[src/wiper_pkg.sv]
// Constants and carrier types for the quad wiper command decoder
package wiper_pkg;
  localparam int CLK_MHZ = 10;
  // Longest stored-setting access, in microseconds
  localparam int BUSY_TIME_US = 2000;
  localparam int BUSY_CYCLES_DEF = BUSY_TIME_US * CLK_MHZ;
  localparam logic [4:0] FRAME_BITS = 5'h18;
  localparam logic [4:0] BITCNT_MAX = 5'h1f;
  localparam logic [7:0] WIPER_MAX = 8'hff;
  localparam logic [7:0] WIPER_MIN = 8'h00;
  localparam logic [8:0] ERASED_WORD = 9'h000;
  localparam logic [8:0] READ_RST = 9'h000;
  localparam logic [23:0] SHIFT_RST = 24'h000000;
  localparam logic [14:0] OUT_PAD = 15'h0000;
  localparam logic [15:0] BUSY_RST = 16'h0000;

  localparam logic [3:0] OP_NOP = 4'h0;
  localparam logic [3:0] OP_RD_WIPER = 4'hc;
  localparam logic [3:0] OP_WR_WIPER = 4'h4;
  localparam logic [3:0] OP_RD_STORE = 4'ha;
  localparam logic [3:0] OP_PROGRAM = 4'h2;
  localparam logic [3:0] OP_RESTORE = 4'hb;
  localparam logic [3:0] OP_SAVE = 4'h3;
  localparam logic [3:0] OP_INC = 4'h7;
  localparam logic [3:0] OP_DEC = 4'hf;
  localparam logic [3:0] OP_SLEEP = 4'h8;
  localparam logic [3:0] OP_WAKE = 4'h1;
  localparam logic [3:0] OP_ERASE = 4'hd;
  localparam logic [3:0] OP_SWRESET = 4'h9;

  // One 24-bit frame, most significant bit first on the wire
  typedef struct packed {
    logic [3:0] opcode_field;
    logic slot_select_hi;
    logic slot_select_lo;
    logic channel_select_hi;
    logic channel_select_lo;
    logic [6:0] unused_bits;
    logic buffer_mode_bit;
    logic [7:0] wiper_value_bits;
  } frame_t;

  // One channel's live setting; buffer mode 1 means buffer on
  typedef struct packed {
    logic buffer_mode_bit;
    logic [7:0] wiper_position_reg;
  } chan_t;

  localparam chan_t CHAN_RST = '{buffer_mode_bit: 1'b0, wiper_position_reg: 8'h00};
endpackage

[src/quad_wiper_command_decoder.sv]
// Serial command decoder for a four-channel wiper with stored settings
`timescale 1ns/1ns
module quad_wiper_command_decoder
  import wiper_pkg::*;
#(
  parameter int BUSY_CYCLES = BUSY_CYCLES_DEF
)(
  input wire logic clk,
  input wire logic nrst,
  input wire logic spi_clk,
  input wire logic spi_cs_n,
  input wire logic spi_sdi,
  input wire logic wp_n,
  output logic spi_sdo,
  output logic spi_sdo_oe,
  output logic ready_busy,
  output logic asleep,
  output chan_t [3:0] chan_out
);
  localparam logic [15:0] BUSY_LAST = 16'(BUSY_CYCLES - 1);

  typedef enum logic [1:0] {ST_INIT, ST_IDLE, ST_BUSY} state_t;

  function automatic logic [3:0] addr_of(input frame_t f);
    addr_of = {f.slot_select_hi, f.slot_select_lo, f.channel_select_hi, f.channel_select_lo};
  endfunction

  function automatic logic [7:0] step(input logic [7:0] v, input logic up);
    if (up)
      step = (v == WIPER_MAX) ? v : 8'(v + 8'h01);
    else
      step = (v == WIPER_MIN) ? v : 8'(v - 8'h01);
  endfunction

  // Reset release and pin synchronisers
  logic rst_m, rst_n;
  logic sclk_m, sclk_s, sclk_p, cs_m, cs_s, cs_p, sdi_m, sdi_s, wp_m, wp_s;

  always_ff @(posedge clk or negedge nrst)
  begin
    if (!nrst)
    begin
      rst_m <= 1'b0;
      rst_n <= 1'b0;
    end
    else
    begin
      rst_m <= 1'b1;
      rst_n <= rst_m;
    end
  end

  always_ff @(posedge clk or negedge rst_n)
  begin
    if (!rst_n)
    begin
      {sclk_m, sclk_s, sclk_p} <= 3'h0;
      {cs_m, cs_s, cs_p} <= 3'h7;
      {sdi_m, sdi_s, wp_m, wp_s} <= 4'h3;
    end
    else
    begin
      sclk_m <= spi_clk;
      sclk_s <= sclk_m;
      sclk_p <= sclk_s;
      cs_m <= spi_cs_n;
      cs_s <= cs_m;
      cs_p <= cs_s;
      sdi_m <= spi_sdi;
      sdi_s <= sdi_m;
      wp_m <= wp_n;
      wp_s <= wp_m;
    end
  end

  logic sclk_rise, sclk_fall, cs_fall, cs_rise;
  assign sclk_rise = sclk_s & ~sclk_p;
  assign sclk_fall = ~sclk_s & sclk_p;
  assign cs_fall = ~cs_s & cs_p;
  assign cs_rise = cs_s & ~cs_p;

  // Frame capture and read-back shifting
  logic [23:0] shift_q, shift_d, out_q, out_d;
  logic [4:0] bitcnt_q, bitcnt_d;
  logic sdo_q, sdo_d, oe_q, oe_d;
  logic [8:0] rdata_q, rdata_d;

  always_comb
  begin
    shift_d = shift_q;
    bitcnt_d = bitcnt_q;
    out_d = out_q;
    if (cs_fall)
    begin
      bitcnt_d = 5'h00;
      out_d = {OUT_PAD, rdata_q};
    end
    else if (!cs_s && sclk_rise)
    begin
      shift_d = {shift_q[22:0], sdi_s};
      if (bitcnt_q != BITCNT_MAX)
        bitcnt_d = 5'(bitcnt_q + 5'h01);
    end
    else if (!cs_s && sclk_fall)
      out_d = {out_q[22:0], 1'b0};
    sdo_d = out_d[23];
    oe_d = ~cs_s;
  end

  always_ff @(posedge clk or negedge rst_n)
  begin
    if (!rst_n)
    begin
      shift_q <= SHIFT_RST;
      bitcnt_q <= 5'h00;
      out_q <= SHIFT_RST;
      sdo_q <= 1'b0;
      oe_q <= 1'b0;
    end
    else
    begin
      shift_q <= shift_d;
      bitcnt_q <= bitcnt_d;
      out_q <= out_d;
      sdo_q <= sdo_d;
      oe_q <= oe_d;
    end
  end

  // Only an exact 24-clock frame is carried out
  logic exec;
  frame_t cmd;
  logic [3:0] addr;
  logic [1:0] ch;
  assign exec = cs_rise && (bitcnt_q == FRAME_BITS);
  assign cmd = frame_t'(shift_q);
  assign addr = addr_of(cmd);
  assign ch = addr[1:0];

  // Command execution
  state_t state_q, state_d;
  logic asleep_q, asleep_d, ready_q, ready_d;
  logic [15:0] busy_q, busy_d;
  chan_t [3:0] chan_q, chan_d;
  logic [8:0] store_q [16];
  logic [8:0] store_d [16];
  logic act;
  assign act = exec && (state_q == ST_IDLE) && !asleep_q;
  logic [7:0] cur_wiper;
  assign cur_wiper = chan_q[ch].wiper_position_reg;

  always_comb
  begin
    state_d = state_q;
    asleep_d = asleep_q;
    busy_d = busy_q;
    chan_d = chan_q;
    store_d = store_q;
    rdata_d = rdata_q;
    case (state_q)
      ST_INIT:
      begin
        for (int i = 0; i < 4; i++)
          chan_d[i] = chan_t'(store_q[i]);
        state_d = ST_IDLE;
      end
      ST_IDLE:
      begin
        if (exec && asleep_q)
        begin
          if (cmd.opcode_field == OP_WAKE)
            asleep_d = 1'b0;
        end
        else if (exec)
        begin
          busy_d = BUSY_RST;
          case (cmd.opcode_field)
            OP_RD_WIPER:
            begin
              rdata_d = chan_q[ch];
              state_d = ST_BUSY;
            end
            OP_WR_WIPER: chan_d[ch].wiper_position_reg = cmd.wiper_value_bits;
            OP_RD_STORE:
            begin
              rdata_d = store_q[addr];
              state_d = ST_BUSY;
            end
            OP_PROGRAM:
            begin
              if (wp_s)
                store_d[addr] = {cmd.buffer_mode_bit, cmd.wiper_value_bits};
              state_d = ST_BUSY;
            end
            OP_RESTORE:
            begin
              chan_d[ch] = chan_t'(store_q[addr]);
              state_d = ST_BUSY;
            end
            OP_SAVE:
            begin
              if (wp_s)
                store_d[addr] = chan_q[ch];
              state_d = ST_BUSY;
            end
            OP_INC: chan_d[ch].wiper_position_reg = step(cur_wiper, 1'b1);
            OP_DEC: chan_d[ch].wiper_position_reg = step(cur_wiper, 1'b0);
            OP_SLEEP: asleep_d = 1'b1;
            OP_ERASE:
            begin
              if (wp_s)
                store_d[addr] = ERASED_WORD;
            end
            OP_SWRESET:
            begin
              asleep_d = 1'b1;
              state_d = ST_INIT;
            end
            default: ;
          endcase
        end
      end
      ST_BUSY:
      begin
        // Frames arriving while busy are dropped
        if (busy_q == BUSY_LAST)
          state_d = ST_IDLE;
        else
          busy_d = 16'(busy_q + 16'h0001);
      end
      default: state_d = ST_IDLE;
    endcase
    ready_d = (state_d == ST_IDLE);
  end

  // Stored words clear at power-up or by an erase command while wp_n is high; software reset keeps them
  always_ff @(posedge clk or negedge rst_n)
  begin
    if (!rst_n)
    begin
      state_q <= ST_INIT;
      asleep_q <= 1'b1;
      ready_q <= 1'b0;
      busy_q <= BUSY_RST;
      chan_q <= {4{CHAN_RST}};
      rdata_q <= READ_RST;
      for (int i = 0; i < 16; i++)
        store_q[i] <= ERASED_WORD;
    end
    else
    begin
      state_q <= state_d;
      asleep_q <= asleep_d;
      ready_q <= ready_d;
      busy_q <= busy_d;
      chan_q <= chan_d;
      rdata_q <= rdata_d;
      store_q <= store_d;
    end
  end

  assign spi_sdo = sdo_q;
  assign spi_sdo_oe = oe_q;
  assign ready_busy = ready_q;
  assign asleep = asleep_q;
  assign chan_out = chan_q;
endmodule

[config.mk]
export PLATFORM = sky130hd
export DESIGN_NAME = quad_wiper_command_decoder
export DESIGN_NICKNAME = d
export VERILOG_FILES = /design/src/wiper_pkg.sv /design/src/quad_wiper_command_decoder.sv
export SDC_FILE = /design/constraint.sdc
export NUM_CORES = 1
export LEC_CHECK = 0
export BUFFER_PORTS_ARGS = -buffer_cell sky130_fd_sc_hd__buf_2
export CORE_UTILIZATION = 60
export CTS_BUF_LIST = sky130_fd_sc_hd__clkbuf_2 sky130_fd_sc_hd__clkbuf_4 sky130_fd_sc_hd__clkbuf_8
export CTS_CLUSTER_DIAMETER = 60
export DETAILED_ROUTE_END_ITERATION = 8
export PLACE_DENSITY_LB_ADDON = 0.08
export SLEW_MARGIN = 10
export SYNTH_ARGS = -nofsm -noshare
export SYNTH_HDL_FRONTEND = slang
export SYNTH_SLANG_ARGS = --single-unit
[constraint.sdc]
create_clock -name clk -period 9.9 [get_ports clk]
set_input_delay 0.495 -clock clk [delete_from_list [all_inputs] [get_ports clk]]
set_output_delay 0.495 -clock clk [all_outputs]
set_load 0.01 [all_outputs]
==> impl_results.md <==
* Initial DRC count at 1,641
* Final ANT Viol Nets at 0
* Worst VDD drop at 115 uV
* Main combinational cell family by area after synthesis: compound AO/OA/AOI/OAI gates
* Setup WS pre-CTS at 6.38 ns
* CTS tree: yes
* Post-synthesis async set-or-reset flop share at 1.00
* Post-synthesis cell count at between 1,500 and 2,000
* Dpl cells at 1,855
* Critical path's largest stage delay at 0.75 ns
* Status: finished, final reports clean
* Complex-gate fraction of the synthesized area at 0.216
* Wire per inst at between 20 and 25 um
* Share of layout cells above drive strength 1 at 0.155
* FF+latch area at between 6000 and 7000 sq um
* Placed Area at 15,200 sq um
* Worst-margin pin slew at 1.15 ns
* Clk Latency, worst-skew pair at approximately 0.58 ns
* Fin. Hold Viols at 0
* EDFF count, synth at 0
* Most area-hungry cell type in the Yosys netlist: dfrtp_1
* Via-to-Cell Ratio at 6.91
* GRT Residual Overflow at 0
* Crit-path max FO at 53
* Root Buffer Master: clkbuf_8
* CTS H-Tree Depth at 2
* Crit-path cells: buf_4, mux4_2, inv_1, ha_1, inv_1, or3_1, o21ai_1, a2111oi_1, o31ai_1, a31oi_1
* Die X-Extent at 159 um
* HPWL after DPL at approximately 33,000 um
* Die Y at 159 um
* Sequential cell area fraction in the yosys report at 0.465
* RePlAce Congestion at approximately 0.97
* Setup bufs post-CTS at 0
* Critical Path AT at ~4.1 ns
* Final worst setup slack at 6.29 ns
* WS Path Type: reg -> reg
* Post-synthesis net count at 1,588
* RSZ-0062 raised after global routing: no
* Pwr per Cell Area at between 150 and 200 nW/um^2
* Design area at between 15,000 and 20,000 sq um
* Max-slew violation count at 0
* Total Wirelength at 47,900 um
* Fin Setup TNS at 0 ns
* Final setup fails at 0
* First-pass GRT wire length at 75,100 um
* Multi-input logic area at about 7400 sq um
* Total GRT Usage at 0.384
* Number of port buffers at 45
* Slew HR at 0.229
* Synth cell types at 74
* Synthesized area per cell at between 9 and 10 sq um
* Fin cells at 1,941
* Crit-path most repeated cell: inv_1
* Drt drc at 0
* CP endpoint kind: flop
* Synth top area share at 0.454
* Via count at 13,400
* Max Clock Freq at 277 MHz
* CTS Sinks at 275
* Total number of yosys warnings at 0
* WP data required at 10.40 ns
* Static Leak at a little over 7 nW
* Clock transition at path regs at 0.06 ns
* Initial Utilization at 0.611
* Fillcell total at 1,974
* Simple-Gate Fraction of Synth Area at 0.153
* Period Utilization, post-route at 0.365
* Post-synthesis xor/xnor area fraction at 0.00709
* Synthesized area at 14,800 sq um
* Hold WC Path Type: in -> reg
* Top post-synthesis cells by count: dfrtp_1, a21oi_1, nor2_1
* Multiplexer share of the synthesized area at 0.110
* Pin count of the biggest net entering global routing at a little over 80
* Slowest stage cell, crit path: a2111oi_1
* Vias in the first global route at 13,400
* DIE AREA at 25,300 sq um
* 1st-pass router iterations at 6
* Most common cell in the synthesized netlist: dfrtp_1
* Post-synthesis adder-cell area fraction at 0.00844
* Rows at 57
* # diodes at 0
* CTS buffer count at 47
* CORE AREA at 24,200 sq um
* Initial antenna violation count at 1
* Synth top area cells: dfrtp_1, mux4_2, a21oi_1, o21ai_0, nor2_1
* Yosys reg bits at 275
* Top_reg_cell synth: dfrtp_1
* Layout Area Growth over Synthesis at 9.89%
* Max Cap Viol at 0
* Final #Nets at 1,597
* Startpoint Class: flop
* Clk_skew at 0.0396 ns
* Clock Path Buffers at 3
* I/O pin count at 46
* Final min period at about 3.6 ns
[registers in the layout, summed over array words and instances, names as in the netlist]
signal	flops
store_q	144
chan_out	36
cmd	24
out_q	24
busy_q	16
rdata_q	9
bitcnt_q	5
state_q	2
asleep	1
cs_m	1
cs_p	1
cs_s	1
ready_busy	1
rst_m	1
rst_n	1
sclk_m	1
sclk_p	1
sclk_s	1
sdi_m	1
sdi_s	1
spi_sdo_oe	1
wp_m	1
wp_s	1
[metrics by stage]
stage	hold WS, ns	utilization	power [mW]
finish	0.0221	0.672	2.48
global route	0.0137	0.672	2.55
CTS	0.00778	0.672	2.48
detailed placement	0.283	0.627	1.34
global placement	0.282	0.627	1.33
floorplan	0.199	-	1.28
[where the power goes]
part / internal [mW] / total, mW / switching [mW] / leakage [nW]
logic: 0.0454 / 0.158 / 0.113 / 2.85
registers: 1.14 / 1.17 / 0.0287 / 3.78
clock network: 0.670 / 1.15 / 0.482 / 0.569
total: 1.85 / 2.48 / 0.624 / 7.20
[cell type report]
type	count	area share
Multi-Input combinational cell	1150	0.452
Clock buffer	75	0.0592
Clock inverter	10	0.00669
Timing Repair Buffer	70	0.0255
Tap cell	324	0.0249
Sequential cell	275	0.423
Inverter	37	0.00853
[logic make-up (layout without fill, tap and decap cells)]
family	count (synthesis)	after routing
AO/OA/AOI/OAI	541	541
multiplexers	95	95
XOR/XNOR	12	12
other	1	1
AND/OR/NAND/NOR	491	491
flip-flops	275	275
buffers and inverters	147	192
adder cells (fa/ha/maj)	10	10
[critical path: cells and delay by family (launching register included)]
family | cells | cell delay (ns)
AOI/OAI and AO/OA | 4 | 1.32
adders and majority gates | 1 | 0.21
buffers and inverters | 3 | 0.85
DFF | 1 | 0.35
muxes | 1 | 0.54
and+or+nand+nor | 1 | 0.24
[per-layer routing]
layer | routed length (um) | track usage | share of wire
met2 | 22000 | 0.598 | 0.46
met1 | 18200 | 0.495 | 0.38
met4 | 2920 | 0.236 | 0.061
met3 | 4760 | 0.0836 | 0.099
met5 | 8 | 0 | 0.00017
[placed cells by master (no fill, tap or decap), drive strengths merged, types with 6 or more instances in the layout]
cell type,instances
nor2b,8
xnor2,7
mux2i,18
and3,22
o21ai,185
mux2,25
inv,36
a21oi,188
dfstp,6
or3,6
o31ai,7
dfrtp,269
a31oi,17
ha,10
and2,15
a22oi,13
o221ai,15
buf,69
clkbuf,75
a21o,11
a22o,14
mux4,52
o22ai,15
nor3,37
a2111oi,9
o21a,11
nor2,187
nor4,6
clkinv,8
nand3,44
a211oi,13
nand2b,16
nand2,119
nand4,8
[path summary, 6_finish.rpt]
check | startpoint | to | slack, ns | cells past startpoint
max reg2reg | cmd[17] | chan_out[18] | 6.29 | 10
max | cmd[17] | chan_out[18] | 6.29 | 10
min | spi_sdi | sdi_m | 0.02 | 1
min in group asynchronous | nrst | rst_n | 0.23 | 2
max in group asynchronous | rst_n | store_q[64] | 7.22 | 2
min reg2reg | rst_m | rst_n | 0.35 | 0
[repair_timing]
| item | 4_1_cts | 5_1_grt |
|---|---|---|
| resized for setup | 0 | 0 |
| endpoints found under the hold margin | 2 | 0 |
| endpoints found under the setup margin | 0 | 0 |
| hold buffers | 1 | 0 |
Power figures use the tool's default switching activity.
